$ cat config.mk
export PLATFORM = sky130hd
export DESIGN_NAME = splc_top
export DESIGN_NICKNAME = d
export VERILOG_FILES = /design/src/splc_pkg.sv /design/src/splc_top.sv
export SDC_FILE = /design/constraint.sdc
export NUM_CORES = 1
export LEC_CHECK = 0
export BUFFER_PORTS_ARGS = -buffer_cell sky130_fd_sc_hd__buf_2
export CAP_MARGIN = 20
export CORE_MARGIN = 5
export CORE_UTILIZATION = 50
export CTS_CLUSTER_DIAMETER = 40
export DETAILED_ROUTE_END_ITERATION = 8
export GPL_TIMING_DRIVEN = 1
export PLACE_DENSITY = 0.92
export RECOVER_POWER = 25
export SETUP_SLACK_MARGIN = 0.15
export SLEW_MARGIN = 25
export SYNTH_ARGS = -nofsm -noshare
export SYNTH_HDL_FRONTEND = slang
export SYNTH_SLANG_ARGS = --single-unit
$ cat constraint.sdc
create_clock -name clk -period 6.35 [get_ports clk]
set_input_delay 0.9525 -clock clk [delete_from_list [all_inputs] [get_ports clk]]
set_output_delay 0.9525 -clock clk [all_outputs]
set_load 0.005 [all_outputs]
$ cat src/splc_pkg.sv
// Purpose: shared constants, modes and field layouts for the serial link
//          pin and clock setup block
// Assumes: 32-bit apb data, byte addresses, one word per register
// Notes:   rate figures are in kHz so all derivations stay integer
package splc_pkg;

    // -----------------------------------------------------------------
    // interface modes, decoded from the two straps
    // -----------------------------------------------------------------
    typedef enum logic [1:0] {
        SPLC_PRIMARY = 2'b00,
        SPLC_SEC_01  = 2'b01,
        SPLC_SEC_10  = 2'b10,
        SPLC_DSP     = 2'b11
    } splc_mode_e;

    // -----------------------------------------------------------------
    // register map
    // -----------------------------------------------------------------
    localparam logic [7:0]  SPLC_STATUS_OFF = 8'h58;
    localparam logic [7:0]  SPLC_CTRL_OFF   = 8'h5C;
    localparam logic [31:0] SPLC_CTRL_RESET = 32'h0000_0003;
    localparam logic [31:0] SPLC_CTRL_MASK  = 32'h0000_003F;
    localparam logic [31:0] SPLC_BAD_DATA   = 32'h0000_0000;

    // control word: last member sits in bit 0
    typedef struct packed {
        logic [1:0] pd_depth;            // bits 5:4
        logic [1:0] crystal_rate_select; // bits 3:2
        logic       bufclk_enable_a;     // bit 1
        logic       bufclk_enable_d;     // bit 0
    } splc_ctrl_s;

    // status word
    typedef struct packed {
        logic       clkout_on;   // bit 4
        logic       power_down;  // bit 3
        logic       locked;      // bit 2
        splc_mode_e mode;        // bits 1:0
    } splc_status_s;

    localparam int SPLC_CTRL_W = 6;
    localparam int SPLC_STAT_W = 5;

    // power-down depth thresholds
    localparam logic [1:0] SPLC_PD_CLKOUT = 2'h1;
    localparam logic [1:0] SPLC_PD_XTAL   = 2'h2;

    // -----------------------------------------------------------------
    // clock rates and derived divider increments
    // -----------------------------------------------------------------
    localparam int SPLC_REF0_KHZ     = 12288;
    localparam int SPLC_REF1_KHZ     = 24576;
    localparam int SPLC_REF2_KHZ     = 32768;
    localparam int SPLC_PRI_BCLK_KHZ = 12288;
    localparam int SPLC_DSP_BCLK_KHZ = 4096;
    localparam int SPLC_DSP_FS_KHZ   = 8;
    localparam int SPLC_ACC_MOD      = 24;
    localparam int SPLC_FS_DIV       = SPLC_DSP_BCLK_KHZ / SPLC_DSP_FS_KHZ;

    localparam logic [5:0] SPLC_MOD6 = 6'(SPLC_ACC_MOD);
    localparam logic [5:0] SPLC_INC_P0 =
        6'(SPLC_ACC_MOD * SPLC_PRI_BCLK_KHZ / SPLC_REF0_KHZ);
    localparam logic [5:0] SPLC_INC_P1 =
        6'(SPLC_ACC_MOD * SPLC_PRI_BCLK_KHZ / SPLC_REF1_KHZ);
    localparam logic [5:0] SPLC_INC_P2 =
        6'(SPLC_ACC_MOD * SPLC_PRI_BCLK_KHZ / SPLC_REF2_KHZ);
    localparam logic [5:0] SPLC_INC_D0 =
        6'(SPLC_ACC_MOD * SPLC_DSP_BCLK_KHZ / SPLC_REF0_KHZ);
    localparam logic [5:0] SPLC_INC_D1 =
        6'(SPLC_ACC_MOD * SPLC_DSP_BCLK_KHZ / SPLC_REF1_KHZ);
    localparam logic [5:0] SPLC_INC_D2 =
        6'(SPLC_ACC_MOD * SPLC_DSP_BCLK_KHZ / SPLC_REF2_KHZ);

endpackage

$ cat src/splc_top.sv
// Purpose: pin direction, strap latch, clock generation and power-down
//          handling for the serial link of a modem codec
// Assumes: reset_n is the internal power-on reset; all pins asynchronous
// Notes:   apb slave answers one wait state after the access phase starts
// Operation
// [RULE_01] bit clock pin drives out in primary and dsp, input in secondaries
// [RULE_02] frame sync pin drives out only in dsp, input in link modes
// [RULE_03] serial data always driven out and always sampled in
// [RULE_04] reference clock is used only in primary or dsp mode; the clock output pin still copies it in secondary modes
// [RULE_05] clock output pin copies reference clock unless enable bits clear
// [RULE_06] low reset pin requests power-down; depth from control bits
// [RULE_07] only power-on reset clears state; reset pin keeps registers
// [RULE_08] partner holds reset pin low until supply has settled
// [RULE_09] straps latched at first reset pin release, held until power-off
// [RULE_10] primary mode makes a 12.288 MHz bit clock, takes frame sync
// [RULE_11] crystal rate field tells which reference frequency is fitted
// [RULE_12] latched mode, cleared by power-on only, selects pin enables
module splc_top
    import splc_pkg::*;
(
    // clock and power-on reset
    input  wire logic        clk,
    input  wire logic        reset_n,
    // apb slave
    input  wire logic        psel,
    input  wire logic        penable,
    input  wire logic        pwrite,
    input  wire logic [7:0]  paddr,
    input  wire logic [31:0] pwdata,
    output logic      [31:0] prdata,
    output logic             pready,
    output logic             pslverr,
    // clock pins
    input  wire logic        reference_clock_input,
    output logic             crystal_drive_output,
    output logic             clk_out_pin,
    // reset pin and mode straps
    input  wire logic        link_reset_pin_n,
    input  wire logic        strap_hi_pin,
    input  wire logic        strap_lo_pin,
    // bit clock pin
    input  wire logic        bitclk_i,
    output logic             bitclk_o,
    output logic             bitclk_oe,
    // frame sync pin
    input  wire logic        fsync_i,
    output logic             fsync_o,
    output logic             fsync_oe,
    // serial data pins
    output logic             sdata_to_partner,
    input  wire logic        sdata_from_partner,
    // user side
    input  wire logic        tx_bit,
    output logic             rx_bit,
    output logic             link_bit_rise,
    output logic             link_frame_rise,
    output logic             power_down,
    output logic             mode_locked,
    output logic      [1:0]  mode_out
);

    // ---------------------------------------------------------------
    // pin synchronisers
    // ---------------------------------------------------------------
    logic [2:0] ref_s, rst_s, bck_s, fs_s;
    logic [1:0] shi_s, slo_s, rx_s;

    // pins all land in reset low; the reset pin is low at power-up anyway
    always_ff @(posedge clk or negedge reset_n) begin
        if (!reset_n) begin
            ref_s <= 3'h0;
            rst_s <= 3'h0;
            bck_s <= 3'h0;
            fs_s  <= 3'h0;
            shi_s <= 2'h0;
            slo_s <= 2'h0;
            rx_s  <= 2'h0;
        end else begin
            ref_s <= {ref_s[1:0], reference_clock_input};
            rst_s <= {rst_s[1:0], link_reset_pin_n};
            bck_s <= {bck_s[1:0], bitclk_i};
            fs_s  <= {fs_s[1:0], fsync_i};
            shi_s <= {shi_s[0], strap_hi_pin};
            slo_s <= {slo_s[0], strap_lo_pin};
            rx_s  <= {rx_s[0], sdata_from_partner}; // [RULE_03]
        end
    end

    // stage 0 of each chain is read only by stage 1
    wire pd_req      = ~rst_s[1];                 // [RULE_06]
    wire rst_release = rst_s[1] & ~rst_s[2];
    wire ref_edge    = ref_s[1] ^ ref_s[2];
    wire bck_rise_in = bck_s[1] & ~bck_s[2];
    wire fs_rise_in  = fs_s[1] & ~fs_s[2];

    // ---------------------------------------------------------------
    // mode latch
    // ---------------------------------------------------------------
    splc_mode_e mode_r;
    logic       locked_r;
    // high/high gives primary, low/low dsp: the code is the inverted pins
    wire splc_mode_e strap_mode = splc_mode_e'({~shi_s[1], ~slo_s[1]});
    wire lock_evt = rst_release & ~locked_r;

    // only power-on reset clears the latch; later releases are ignored
    always_ff @(posedge clk or negedge reset_n) begin
        if (!reset_n) begin
            mode_r   <= SPLC_PRIMARY;      // [RULE_12]
            locked_r <= 1'b0;
        end else if (lock_evt) begin
            mode_r   <= strap_mode;        // [RULE_09]
            locked_r <= 1'b1;
        end
    end

    wire is_dsp    = (mode_r == SPLC_DSP);
    wire is_master = (mode_r == SPLC_PRIMARY) | is_dsp;
    wire is_slave  = ~is_master;

    // ---------------------------------------------------------------
    // apb slave
    // ---------------------------------------------------------------
    splc_ctrl_s ctrl_r;
    logic       pready_r, pslverr_r;
    logic [31:0] prdata_r;
    splc_status_s status_w;

    wire hit_ctrl = (paddr == SPLC_CTRL_OFF);
    wire hit_stat = (paddr == SPLC_STATUS_OFF);
    wire acc_go   = psel & penable & ~pready_r;
    wire wr_en    = psel & penable & pready_r & pwrite & hit_ctrl;
    wire [31:0] rd_mux =
        hit_ctrl ? {{(32 - SPLC_CTRL_W){1'b0}}, ctrl_r} :
        hit_stat ? {{(32 - SPLC_STAT_W){1'b0}}, status_w} : SPLC_BAD_DATA;

    // one wait state: answer registered so pready comes from a flop
    always_ff @(posedge clk or negedge reset_n) begin
        if (!reset_n) begin
            pready_r  <= 1'b0;
            pslverr_r <= 1'b0;
            prdata_r  <= 32'h0000_0000;
        end else begin
            pready_r  <= acc_go;
            pslverr_r <= acc_go & ~hit_ctrl & ~hit_stat;
            prdata_r  <= acc_go ? rd_mux : 32'h0000_0000;
        end
    end

    // control survives the reset pin, it is cleared by power-on only
    always_ff @(posedge clk or negedge reset_n) begin
        if (!reset_n)
            ctrl_r <= splc_ctrl_s'(SPLC_CTRL_RESET[SPLC_CTRL_W-1:0]);
        else if (wr_en)
            ctrl_r <= splc_ctrl_s'(pwdata[SPLC_CTRL_W-1:0]); // [RULE_07]
    end

    // ---------------------------------------------------------------
    // clock output and crystal drive
    // ---------------------------------------------------------------
    wire deep_clk  = pd_req & (ctrl_r.pd_depth >= SPLC_PD_CLKOUT);
    wire deep_xtal = pd_req & (ctrl_r.pd_depth >= SPLC_PD_XTAL);
    wire clkout_en = ctrl_r.bufclk_enable_d & ctrl_r.bufclk_enable_a
                   & ~deep_clk;                               // [RULE_05]
    // secondaries never need the crystal, so its drive is off there
    wire xtal_en   = locked_r & is_master & ~deep_xtal;      // [RULE_04]

    // ---------------------------------------------------------------
    // bit clock generator: fractional divide of reference edges
    // ---------------------------------------------------------------
    // both edges of the reference are counted; toggles come on wrap
    wire [5:0] inc_w =
        (ctrl_r.crystal_rate_select == 2'h1) ? (is_dsp ? SPLC_INC_D1
                                                       : SPLC_INC_P1) :
        (ctrl_r.crystal_rate_select == 2'h2) ? (is_dsp ? SPLC_INC_D2
                                                       : SPLC_INC_P2) :
                                               (is_dsp ? SPLC_INC_D0
                                                       : SPLC_INC_P0);
    wire gen_run = locked_r & is_master & ~pd_req;  // [RULE_04]
    logic [5:0] acc_r;
    logic       bclk_r;
    wire  [5:0] acc_sum = acc_r + inc_w;
    wire        acc_wrap = acc_sum >= SPLC_MOD6;
    wire        gen_tog  = gen_run & ref_edge & acc_wrap;   // [RULE_11]
    wire        gen_rise = gen_tog & ~bclk_r;
    wire  [5:0] acc_nxt  = acc_wrap ? acc_sum - SPLC_MOD6 : acc_sum;

    // generator held low and cleared whenever it may not run
    always_ff @(posedge clk or negedge reset_n) begin
        if (!reset_n) begin
            acc_r  <= 6'h00;
            bclk_r <= 1'b0;
        end else if (!gen_run) begin
            acc_r  <= 6'h00;
            bclk_r <= 1'b0;                           // [RULE_06]
        end else if (ref_edge) begin
            acc_r  <= acc_nxt;
            bclk_r <= bclk_r ^ acc_wrap;              // [RULE_10]
        end
    end

    // dsp frame sync: high for one bit clock period every FS_DIV bits
    localparam int FSW = $clog2(SPLC_FS_DIV);
    logic [FSW-1:0] fs_cnt_r;
    logic           fs_gen_r;
    always_ff @(posedge clk or negedge reset_n) begin
        if (!reset_n) begin
            fs_cnt_r <= '0;
            fs_gen_r <= 1'b0;
        end else if (!(gen_run & is_dsp)) begin
            fs_cnt_r <= '0;
            fs_gen_r <= 1'b0;
        end else if (gen_rise) begin
            fs_cnt_r <= fs_cnt_r + 1'b1;
            fs_gen_r <= (fs_cnt_r == '0);
        end
    end

    // ---------------------------------------------------------------
    // registered outputs
    // ---------------------------------------------------------------
    assign status_w = '{clkout_on: clkout_en, power_down: pd_req,
                        locked: locked_r, mode: mode_r};

    // enables come straight from the latched mode; none before lock
    always_ff @(posedge clk or negedge reset_n) begin
        if (!reset_n) begin
            bitclk_oe            <= 1'b0;
            fsync_oe             <= 1'b0;
            bitclk_o             <= 1'b0;
            fsync_o              <= 1'b0;
            clk_out_pin          <= 1'b0;
            crystal_drive_output <= 1'b0;
            sdata_to_partner     <= 1'b0;
            link_bit_rise        <= 1'b0;
            link_frame_rise      <= 1'b0;
            power_down           <= 1'b1;  // the pin is low at power-up
        end else begin
            bitclk_oe            <= locked_r & is_master;     // [RULE_01]
            fsync_oe             <= locked_r & is_dsp;        // [RULE_02]
            bitclk_o             <= bclk_r;
            fsync_o              <= fs_gen_r;
            clk_out_pin          <= clkout_en & ref_s[1];     // [RULE_05]
            crystal_drive_output <= xtal_en & ~ref_s[1];
            sdata_to_partner     <= tx_bit;                   // [RULE_03]
            link_bit_rise        <= is_slave ? bck_rise_in : gen_rise;
            link_frame_rise      <= is_dsp ? 1'b0 : fs_rise_in; // [RULE_10]
            power_down           <= ~rst_s[1];                // [RULE_06]
        end
    end

    assign rx_bit      = rx_s[1];
    assign prdata      = prdata_r;
    assign pready      = pready_r;
    assign pslverr     = pslverr_r;
    assign mode_locked = locked_r;
    assign mode_out    = mode_r;

    // ---------------------------------------------------------------
    // assertions
    // ---------------------------------------------------------------
    property p_bitclk_dir;
        @(posedge clk) disable iff (!reset_n)
        locked_r |=> bitclk_oe == $past(is_master);
    endproperty
    a_bitclk_dir: assert property (p_bitclk_dir) // [RULE_01]
        else $error("bit clock enable does not follow mode");
    property p_fsync_dir;
        @(posedge clk) disable iff (!reset_n)
        (locked_r && !is_dsp) |=> !fsync_oe && !fsync_o;
    endproperty
    a_fsync_dir: assert property (p_fsync_dir) // [RULE_02]
        else $error("frame sync driven outside dsp mode");
    property p_sdata;
        @(posedge clk) disable iff (!reset_n)
        1'b1 |=> sdata_to_partner == $past(tx_bit);
    endproperty
    a_sdata: assert property (p_sdata) // [RULE_03]
        else $error("serial data out not following tx bit");
    property p_no_ref_slave;
        @(posedge clk) disable iff (!reset_n)
        (locked_r && is_slave) |=> ##1 !bitclk_o && !crystal_drive_output;
    endproperty
    a_no_ref_slave: assert property (p_no_ref_slave) // [RULE_04]
        else $error("reference clock used in secondary mode");
    property p_clkout;
        @(posedge clk) disable iff (!reset_n)
        clkout_en |=> clk_out_pin == $past(ref_s[1]);
    endproperty
    a_clkout: assert property (p_clkout) // [RULE_05]
        else $error("clock output is not the buffered reference");
    property p_pd_stops;
        @(posedge clk) disable iff (!reset_n)
        pd_req [*2] |=> !bitclk_o;
    endproperty
    a_pd_stops: assert property (p_pd_stops) // [RULE_06]
        else $error("bit clock runs during power-down");

    property p_ctrl_keep;
        @(posedge clk) disable iff (!reset_n)
        (pd_req && !wr_en) |=> $stable(ctrl_r);
    endproperty
    a_ctrl_keep: assert property (p_ctrl_keep) // [RULE_07]
        else $error("control changed by reset pin");

    property p_lock;
        @(posedge clk) disable iff (!reset_n)
        lock_evt |=> locked_r && mode_r == $past(strap_mode);
    endproperty
    a_lock: assert property (p_lock) // [RULE_09]
        else $error("strap mode not latched at first release");

    property p_hold;
        @(posedge clk) disable iff (!reset_n)
        locked_r |=> locked_r && $stable(mode_r);
    endproperty
    a_hold: assert property (p_hold) // [RULE_09]
        else $error("latched mode changed");

    property p_pri_rate;
        @(posedge clk) disable iff (!reset_n)
        (gen_run && !is_dsp && ctrl_r.crystal_rate_select == 2'h0
         && ref_edge) |=> bclk_r != $past(bclk_r);
    endproperty
    a_pri_rate: assert property (p_pri_rate) // [RULE_10]
        else $error("primary bit clock misses a reference edge");

    property p_unlocked;
        @(posedge clk) disable iff (!reset_n)
        !locked_r |=> !bitclk_oe && !fsync_oe;
    endproperty
    a_unlocked: assert property (p_unlocked) // [RULE_12]
        else $error("pin driven before mode latched");

    c_lock_dsp: cover property (@(posedge clk) disable iff (!reset_n)
        lock_evt && strap_mode == SPLC_DSP);
    c_lock_pri: cover property (@(posedge clk) disable iff (!reset_n)
        lock_evt && strap_mode == SPLC_PRIMARY);
    c_fsync: cover property (@(posedge clk) disable iff (!reset_n)
        $rose(fsync_o));
    c_write: cover property (@(posedge clk) disable iff (!reset_n) wr_en);

endmodule // splc_top

Yosys cells after proc, flatten, opt, wreduce, memory -nomap -nowiden
Index checks and enable logic that the tools add are counted.
- register bits after elaboration: 62
- latch bits: 0
- memory bits (writable): 0
- memory bits (read-only): 0
- input bits: 53
- output and inout bits: 48
- word-level logic and storage cells: 106
- memories kept: 0
- add/subtract/negate cells: 3
- multipliers: 0
- div/mod/pow operators: 0
- order comparisons: 3
- eq/ne operators: 7
- shifts and indexed selects: 0
- mux-type cells: 19
- bitwise operators: 42
- reduce and logical (&&, ||, !) cells: 2
- operator list (operator ; count):
    two-way mux 6 bit ; 5
    AND 1 bit ; 25
    two-way mux 5 bit ; 4
    two-way mux 9 bit ; 2
    equality test 8 x 7 -> 1 bit (second input constant) ; 2
    inverter 1 bit ; 14
    adder 9 x 1 -> 9 bit (second input constant) ; 1
    logical NOT 9 bit ; 1
    two-way mux 4 bit ; 2
    adder 6 x 5 -> 6 bit ; 1
    greater-or-equal comparator 6 x 5 -> 1 bit (second input constant) ; 1
    two-way mux 1 bit ; 6
    subtractor 6 x 5 -> 6 bit (second input constant) ; 1
    equality test 2 bit (second input constant) ; 2
    inequality test 2 bit (second input constant) ; 2
    equality test 2 x 1 -> 1 bit (second input constant) ; 1
    greater-or-equal comparator 2 x 1 -> 1 bit (second input constant) ; 1
    greater-or-equal comparator 2 bit (second input constant) ; 1
    logical NOT 2 bit ; 1
    bitwise XOR 1 bit ; 2
    bitwise OR 1 bit ; 1

Longest topological paths before layout
Gate-level depths: netlist of the first run.
- depth after elaboration: 10
- depth in mapped cells: 11
- mapped depth without buffers: 11

Worst setup path before layout of the first run
No wires, ideal clock.
- kind: flip-flop to flip-flop
- start: reg mode_r[0], in the netlist mode_out[0]
- end: reg acc_r[4]
- library setup time: 128 ps
- arrival time: 2458 ps
- required time: 6222 ps
- slack: 3764 ps
- cell stages (with the launch flop): 10
- path buffers: 0
- period minus slack after synthesis: 2586 ps
- path through: dfrtp_1 ha_1 and2_1 fa_1 and3_4 or3_4 and2_2 ha_1 a211oi_1 nor3_1
- longest elaborated chain between the ends: 9
- elaborated cells on any way between the ends: 17
- those cells by class: 2 x add/sub; 1 x order compare; 2 x eq/ne; 8 x mux; 3 x bitwise; 1 x reduce/logical
- RTL lines (item ; RTL line ; RTL):
    start: declaration ; splc_top.sv:99 ; splc_mode_e mode_r;
    start signal: assignment ; splc_top.sv:111 ; mode_r <= strap_mode;
    equality test 2 bit ; splc_top.sv:116 ; wire is_dsp = (mode_r == SPLC_DSP);
    two-way mux 4 bit or two-way mux 5 bit (tied branches) ; splc_top.sv:174, splc_top.sv:176 ;
    two-way mux 5 bit ; splc_top.sv:174 ; (ctrl_r.crystal_rate_select == 2'h2) ? (is_dsp ? SPLC_INC_D2
    two-way mux 5 bit ; splc_top.sv:172 ; (ctrl_r.crystal_rate_select == 2'h1) ? (is_dsp ? SPLC_INC_D1
    adder 6 x 5 -> 6 bit ; splc_top.sv:181 ; wire [5:0] acc_sum = acc_r + inc_w;
    subtractor 6 x 5 -> 6 bit or greater-or-equal comparator 6 x 5 -> 1 bit (tied branches) ; splc_top.sv:185, splc_top.sv:182 ;
    two-way mux 6 bit ; splc_top.sv:185 ; wire [5:0] acc_nxt = acc_wrap ? acc_sum - SPLC_MOD6 : acc_sum;
    two-way mux 6 bit ; splc_top.sv:195 ; end else if (ref_edge) begin
    two-way mux 6 bit ; splc_top.sv:192 ; end else if (!gen_run) begin
    end signal: assignment ; splc_top.sv:196 ; acc_r <= acc_nxt;
    end: declaration ; splc_top.sv:179 ; logic [5:0] acc_r;
Several ways; a longest one is shown, not always the timed one. The select of a mux whose other input is x is not followed.
A chain may end at the register's enable or synchronous reset.

==> impl_metrics.toml, run 1 <==
[worst_setup_path]
critical_path_required_ns = 6.09
crit_fanout = 62
crit_path_top_delay_cell = "clkbuf_1"
cp_cell_sequence = "buf_2 > clkbuf_1"
path_delay_family = "buffers and inverters"
arrival_ns = 3.30
criticalPathCategory = "input pin to async pin"
cp-end-kind = "async pin"
critical_path_buf_inv_count = 2
cpPeakStageDelay_ns = 2.24
start_kind = "input pin"

[synth]
syn_area_per_cell_um2 = 11.07
ys_async_sr_fraction_pct = 100.0
netlist_area_um2 = 2922
netlist_instances = 264
seq_area_frac_synth_pct = 53.23
ys_warn_count = 0
synth_ff_type = "dfrtp_1"
ys_types = 49
synth_edf_count = 0
synth-seq-cells = 62

[timing]
hold_violations = 0
tightest_slew_ns = 3.186
skew_ns = 0.008562
fin_ws_ns = 2.799
grt_setup_unrepaired = "false"
tns_ns = 0
slew_headroom_pct = -112.4
min_period_over_period_pct = 55.92
slew_viol_final = 63
whs_ns = 0.3570
min_period_ns = 3.551
fmax_mhz = 281.6
finalSetupViolCount = 0

[clocking]
h-tree-depth = 3
root_buffer = "clkbuf_8"
cts_sinks = 62
cts_buffers = 9
clockBufferDepth = 2
clock_latency_ns = 0.35
cts_tree = "yes"
cts_resized = 0
hold_buffers = 0
postCtsSetupRepairBufs = 0
clk_pin_slew_ns = 0.07

[drt]
vias = 2070
wire_per_inst_um = 15.25
first_pass_iters = 4
drc = 0
drt_iter0_markers = 113
vias_per_cell = 5.241
ant_nets = 0
wirelength_um = 6022

[global_route]
antenna_found_initial = 0
grt_pass1_wl_um = 10060
grt_pass1_vias = 2138
grt_max_degree = 63
grt_usage_pct = 17.21
gr-total-overflow = 0

[pwr]
switching_share_pct = 31.48
powerDensity_nw_per_um2 = 279.0
p_switching_uw = 290.1
clock_power_share_pct = 34.2
p_seq_share_pct = 47.2
ir_worst_vdd_mv = 0.2052
comb_power_share_pct = 18.6
cellLeakagePower_uw = 0.001605
p_int_uw = 631.4

[final_layout]
postLayoutCoreUtil_pct = 58.90
drive_gt1_share_pct = 26.01
final_area_um2 = 3303
nFillCells = 452
syn_to_final_growth_pct = 13.06
finalNetCount = 382
n_antenna_cell = 0

[floorplanning]
io_pins = 101
rows = 27
die_area_um2 = 7472
coreArea_um2 = 5608
die_h_um = 86.44
start_util_pct = 52.10
die_w_um = 86.44

[placed_design]
dp_hpwl_um = 4292
portBuffers = 48
place.gp.congestion = 0.7809
placed_area_um2 = 3127
preCtsSetupSlack_ns = 3.291

[status]
outcome = "complete, but fails checks"
violations = "capacitance limit, slew limit"

[worst_hold_path]
holdCritPathClass = "flip-flop to flip-flop"

[flow_run]
cap_viol_max_count = 1
## path summary, 6_finish.rpt
path	startpoint	to	slack, ns	cells after the start
worst min-delay path	shi_s[0]$_DFF_PN0_	shi_s[1]$_DFF_PN0_	0.36	0
worst max-delay path	reset_n	ctrl_r[3]$_DFFE_PN0P_	2.80	2
worst min register to register	shi_s[0]$_DFF_PN0_	shi_s[1]$_DFF_PN0_	0.36	0
worst max register to register	mode_out[0]$_DFFE_PN0P_	fs_gen_r$_DFFE_PN0P_	3.26	8
max in group clk	mode_out[0]$_DFFE_PN0P_	fs_gen_r$_DFFE_PN0P_	3.26	8
min in group asynchronous	reset_n	slo_s[0]$_DFF_PN0_	1.76	2
## power groups by stage
stage,Combinational (µW),Clock [µW],Sequential [µW]
floorplan,136,0,439
finish,172,315,435
detailed placement,169,0,442
global placement,160,0,441
CTS,171,320,435
global route,194,343,438
## cell usage after synthesis (2+ instances only)
cell type   n  area share, %
a211o_2     2           0.69
a211oi_1    4            1.0
a21oi_1    18            3.1
and2_1      2           0.43
and3_1      3           0.64
buf_4      27            6.9
dfrtp_1    59             51
dfstp_2     3            2.7
ha_1       10            4.3
inv_1       7           0.90
mux2_2      6            2.3
mux2i_1    13            4.5
nand2_1    25            3.2
nand2b_1    8            1.7
nand3_1     7            1.2
nand4_1     5            1.1
nand4bb_1   2           0.77
nor2_1     19            2.4
nor2b_1     4           0.86
nor3_1      4           0.69
nor4b_1     2           0.60
o21ai_0     6            1.0
xnor2_1     2           0.60
## metal layers
layer / share of wire [%] / track usage, % / vias up
met5: 0 / 0 / -
met4: 2.4 / 6.657 / 0
met3: 5.6 / 5.323 / 20
met2: 53 / 30.32 / 70
met1: 39 / 19.39 / 1014
li1: - / - / 966
## kinds of logic after synthesis
group | count (synthesis) | share of synthesized area (%)
xor+xnor | 3 | 0.8995
flops | 62 | 53.23
compound gates | 39 | 8.737
simple gates | 90 | 16.10
mux | 20 | 7.280
fa+ha+maj | 11 | 4.968
other cells | 1 | 0.1284
buf+inv | 38 | 8.651
## state kept, by name (all words and copies together) (netlist names), 2 cells and up
signal and count:
mode_out 2, bck_s 3, slo_s 2, ctrl_r 6
fs_s 3, rst_s 3, rx_s 2, acc_r 6
ref_s 3, shi_s 2, fs_cnt_r 9, prdata 6
## cells in the final DEF (no fill, tap or decap), drive strengths merged, types with 6 or more instances in the layout
cell / netlist / routed
a21oi: 19 / 19
mux2: 7 / 7
ha: 10 / 10
nand2: 25 / 25
dfrtp: 59 / 59
nor2: 20 / 20
nand2b: 8 / 8
o21ai: 6 / 6
inv: 7 / 10
mux2i: 13 / 13
nand3: 7 / 7
clkbuf: 1 / 10
buf: 30 / 48
conb: 1 / 26
## area by class of cell
type	instances	area (µm²)	area share, %
well taps	72	90.09	2.727
repair buffers	49	244.0	7.386
inverters	7	26.28	0.7955
multi-input cells	189	1207	36.55
clock buffers	9	123.9	3.750
flip-flops and latches	62	1555	47.08
clock inverters	7	56.30	1.705
## stage by stage
step	total power, µW	std cells
4_1_cts	925.5	395
3_5_place_dp	611.1	379
3_3_place_gp	601.6	379
6_report	921.5	395
2_1_floorplan	575.1	289
5_1_grt	974.5	395
(Power assumes the default switching activity.)
==> run 2, diff against run 1 <==
Settings changed: CORE_UTILIZATION 50 to 45, PLACE_DENSITY 0.92 to 0.88.
Clock period 6.35 ns to 2.9 ns, I/O delays scaled along.
==> run 2 against run 1 <==
The run now ends clean. Clock-buffer cell count unchanged. Die area rose by 9.8%. Total power rose by 120%. Critical path type is now flip-flop to flip-flop. Largest cell class unchanged.
==> impl_metrics.toml, run 2 (synthesized netlist as in run 1, its figures left out) <==
[clocking]
cts_sinks = 62
clockBufferDepth = 2
h-tree-depth = 3
clk_pin_slew_ns = 0.08
cts_tree = "yes"
cts_buffers = 9
root_buffer = "clkbuf_8"
clock_latency_ns = 0.35

[final_layout]
finalNonFillerCells = 404
postLayoutCoreUtil_pct = 52.75
finalNetCount = 386
largest_register_ffs = 9
syn_to_final_growth_pct = 14.65
final_cell_mix = "dfrtp_1 (59), buf_2 (48), conb_1 (26)"
n_antenna_cell = 0
final_common_cell = "dfrtp_1"
drive_gt1_share_pct = 28.13
largest_register = "fs_cnt_r"

[pwr]
ir_worst_vdd_mv = 0.4076
cellLeakagePower_uw = 0.001631
powerDensity_nw_per_um2 = 600.8

[drt]
wirelength_um = 5620
first_pass_iters = 4
drc = 0
ant_nets = 0
wire_per_inst_um = 13.91
drt_iter0_markers = 101
vias = 2004
vias_per_cell = 4.960

[timing]
slew_viol_final = 0
min_period_ns = 2.642
tightest_slew_ns = 1.472
min_period_over_period_pct = 91.10
whs_ns = 0.1923
fmax_mhz = 378.5
hold_violations = 0
tns_ns = 0
skew_ns = 0.01541
slew_headroom_pct = 1.896
finalSetupViolCount = 0
grt_setup_unrepaired = "false"

[worst_hold_path]
min_path_cells = 1
holdCritPathClass = "input pin to flip-flop"

[placed_design]
portBuffers = 48
dp_hpwl_um = 3966
place.gp.congestion = 0.7974
place_inst = 388

[floorplanning]
die_w_um = 90.58
die_h_um = 90.58
start_util_pct = 46.01
rows = 29
die_area_um2 = 8204
coreArea_um2 = 6350
io_pins = 101

[worst_setup_path]
arrival_ns = 2.87
ff2ff_path_depth = 9
crit_fanout = 4
criticalPathCategory = "flip-flop to flip-flop"
start_kind = "flip-flop"
critical_path_required_ns = 3.13
cp-end-kind = "flip-flop"

[global_route]
grt_max_degree = 63
antenna_found_initial = 0
grt_pass1_vias = 2094
grt_pass1_wl_um = 9708
grt_usage_pct = 14.59
gr-total-overflow = 0

[status]
outcome = "finished clean"

[flow_run]
cap_viol_max_count = 0
run 2: cell count changes in the layout (fill, tap and decap cells not counted), sizes merged:
cell,before,now
buf,48,52
clkinv,1,3
clkinvlp,3,2
inv,10,9
run 2: area by class of cell:
| cell class | instances | area (µm²) |
|---|---|---|
| tap | 77 | 96.34 |
| clock inverter | 7 | 47.55 |
| inverter | 7 | 26.28 |
| clock buffer | 9 | 123.9 |
| sequential | 62 | 1555 |
| fill | 541 | 3000 |
| timing repair buffer | 53 | 275.3 |
| multi-input combinational | 189 | 1225 |
run 2: what timing repair did:
item / CTS / global route
hold buffers: 0 / 0
setup buffers: 0 / 0
setup endpoints to repair: 0 / 12
resized for setup: 0 / 4
run 2: worst max-delay path, cell delays in order (launching register included):
cell      delay (ns)
dfrtp_1         0.40
nor2b_2         0.18
ha_1            0.22
fa_1            0.42
and3_4          0.17
or3_4           0.37
and2_2          0.22
ha_1            0.28
a211oi_1        0.17
nor3_1          0.09
run 2: layer usage:
layer | routed length (µm) | global-route usage [%]
met1 | 2217 | 16.43
met2 | 2996 | 25.12
met4 | 118 | 6.203
met3 | 288 | 4.750
met5 | 0 | 0
run 2: metrics by stage:
stage	power [µW]	area, µm²	setup WS, ns
after global placement	1339	3163	0.2549
after detailed placement	1356	3163	0.1915
after global routing	2122	3349	0.1538
final	2012	3349	0.2582
after floorplan	1259	3015	0.3144
after CTS	2024	3334	0.1903
run 2: final timing paths:
path	from	endpoint	slack (ns)
max	ctrl_r[3]$_DFFE_PN0P_	acc_r[4]$_DFFE_PN0P_	0.26
min	bitclk_i	bck_s[0]$_DFF_PN0_	0.19
max reg2reg	ctrl_r[3]$_DFFE_PN0P_	acc_r[4]$_DFFE_PN0P_	0.26
min reg2reg	rst_s[0]$_DFF_PN0_	rst_s[1]$_DFF_PN0_	0.35
max in group asynchronous	reset_n	ctrl_r[2]$_DFFE_PN0P_	1.49
min in group asynchronous	reset_n	link_bit_rise$_DFF_PN0_	0.53
run 2: power by group:
| part | internal [µW] | switching, µW |
|---|---|---|
| Sequential | 916 | 30.0 |
| Clock | 310 | 354 |
| Combinational | 170 | 232 |
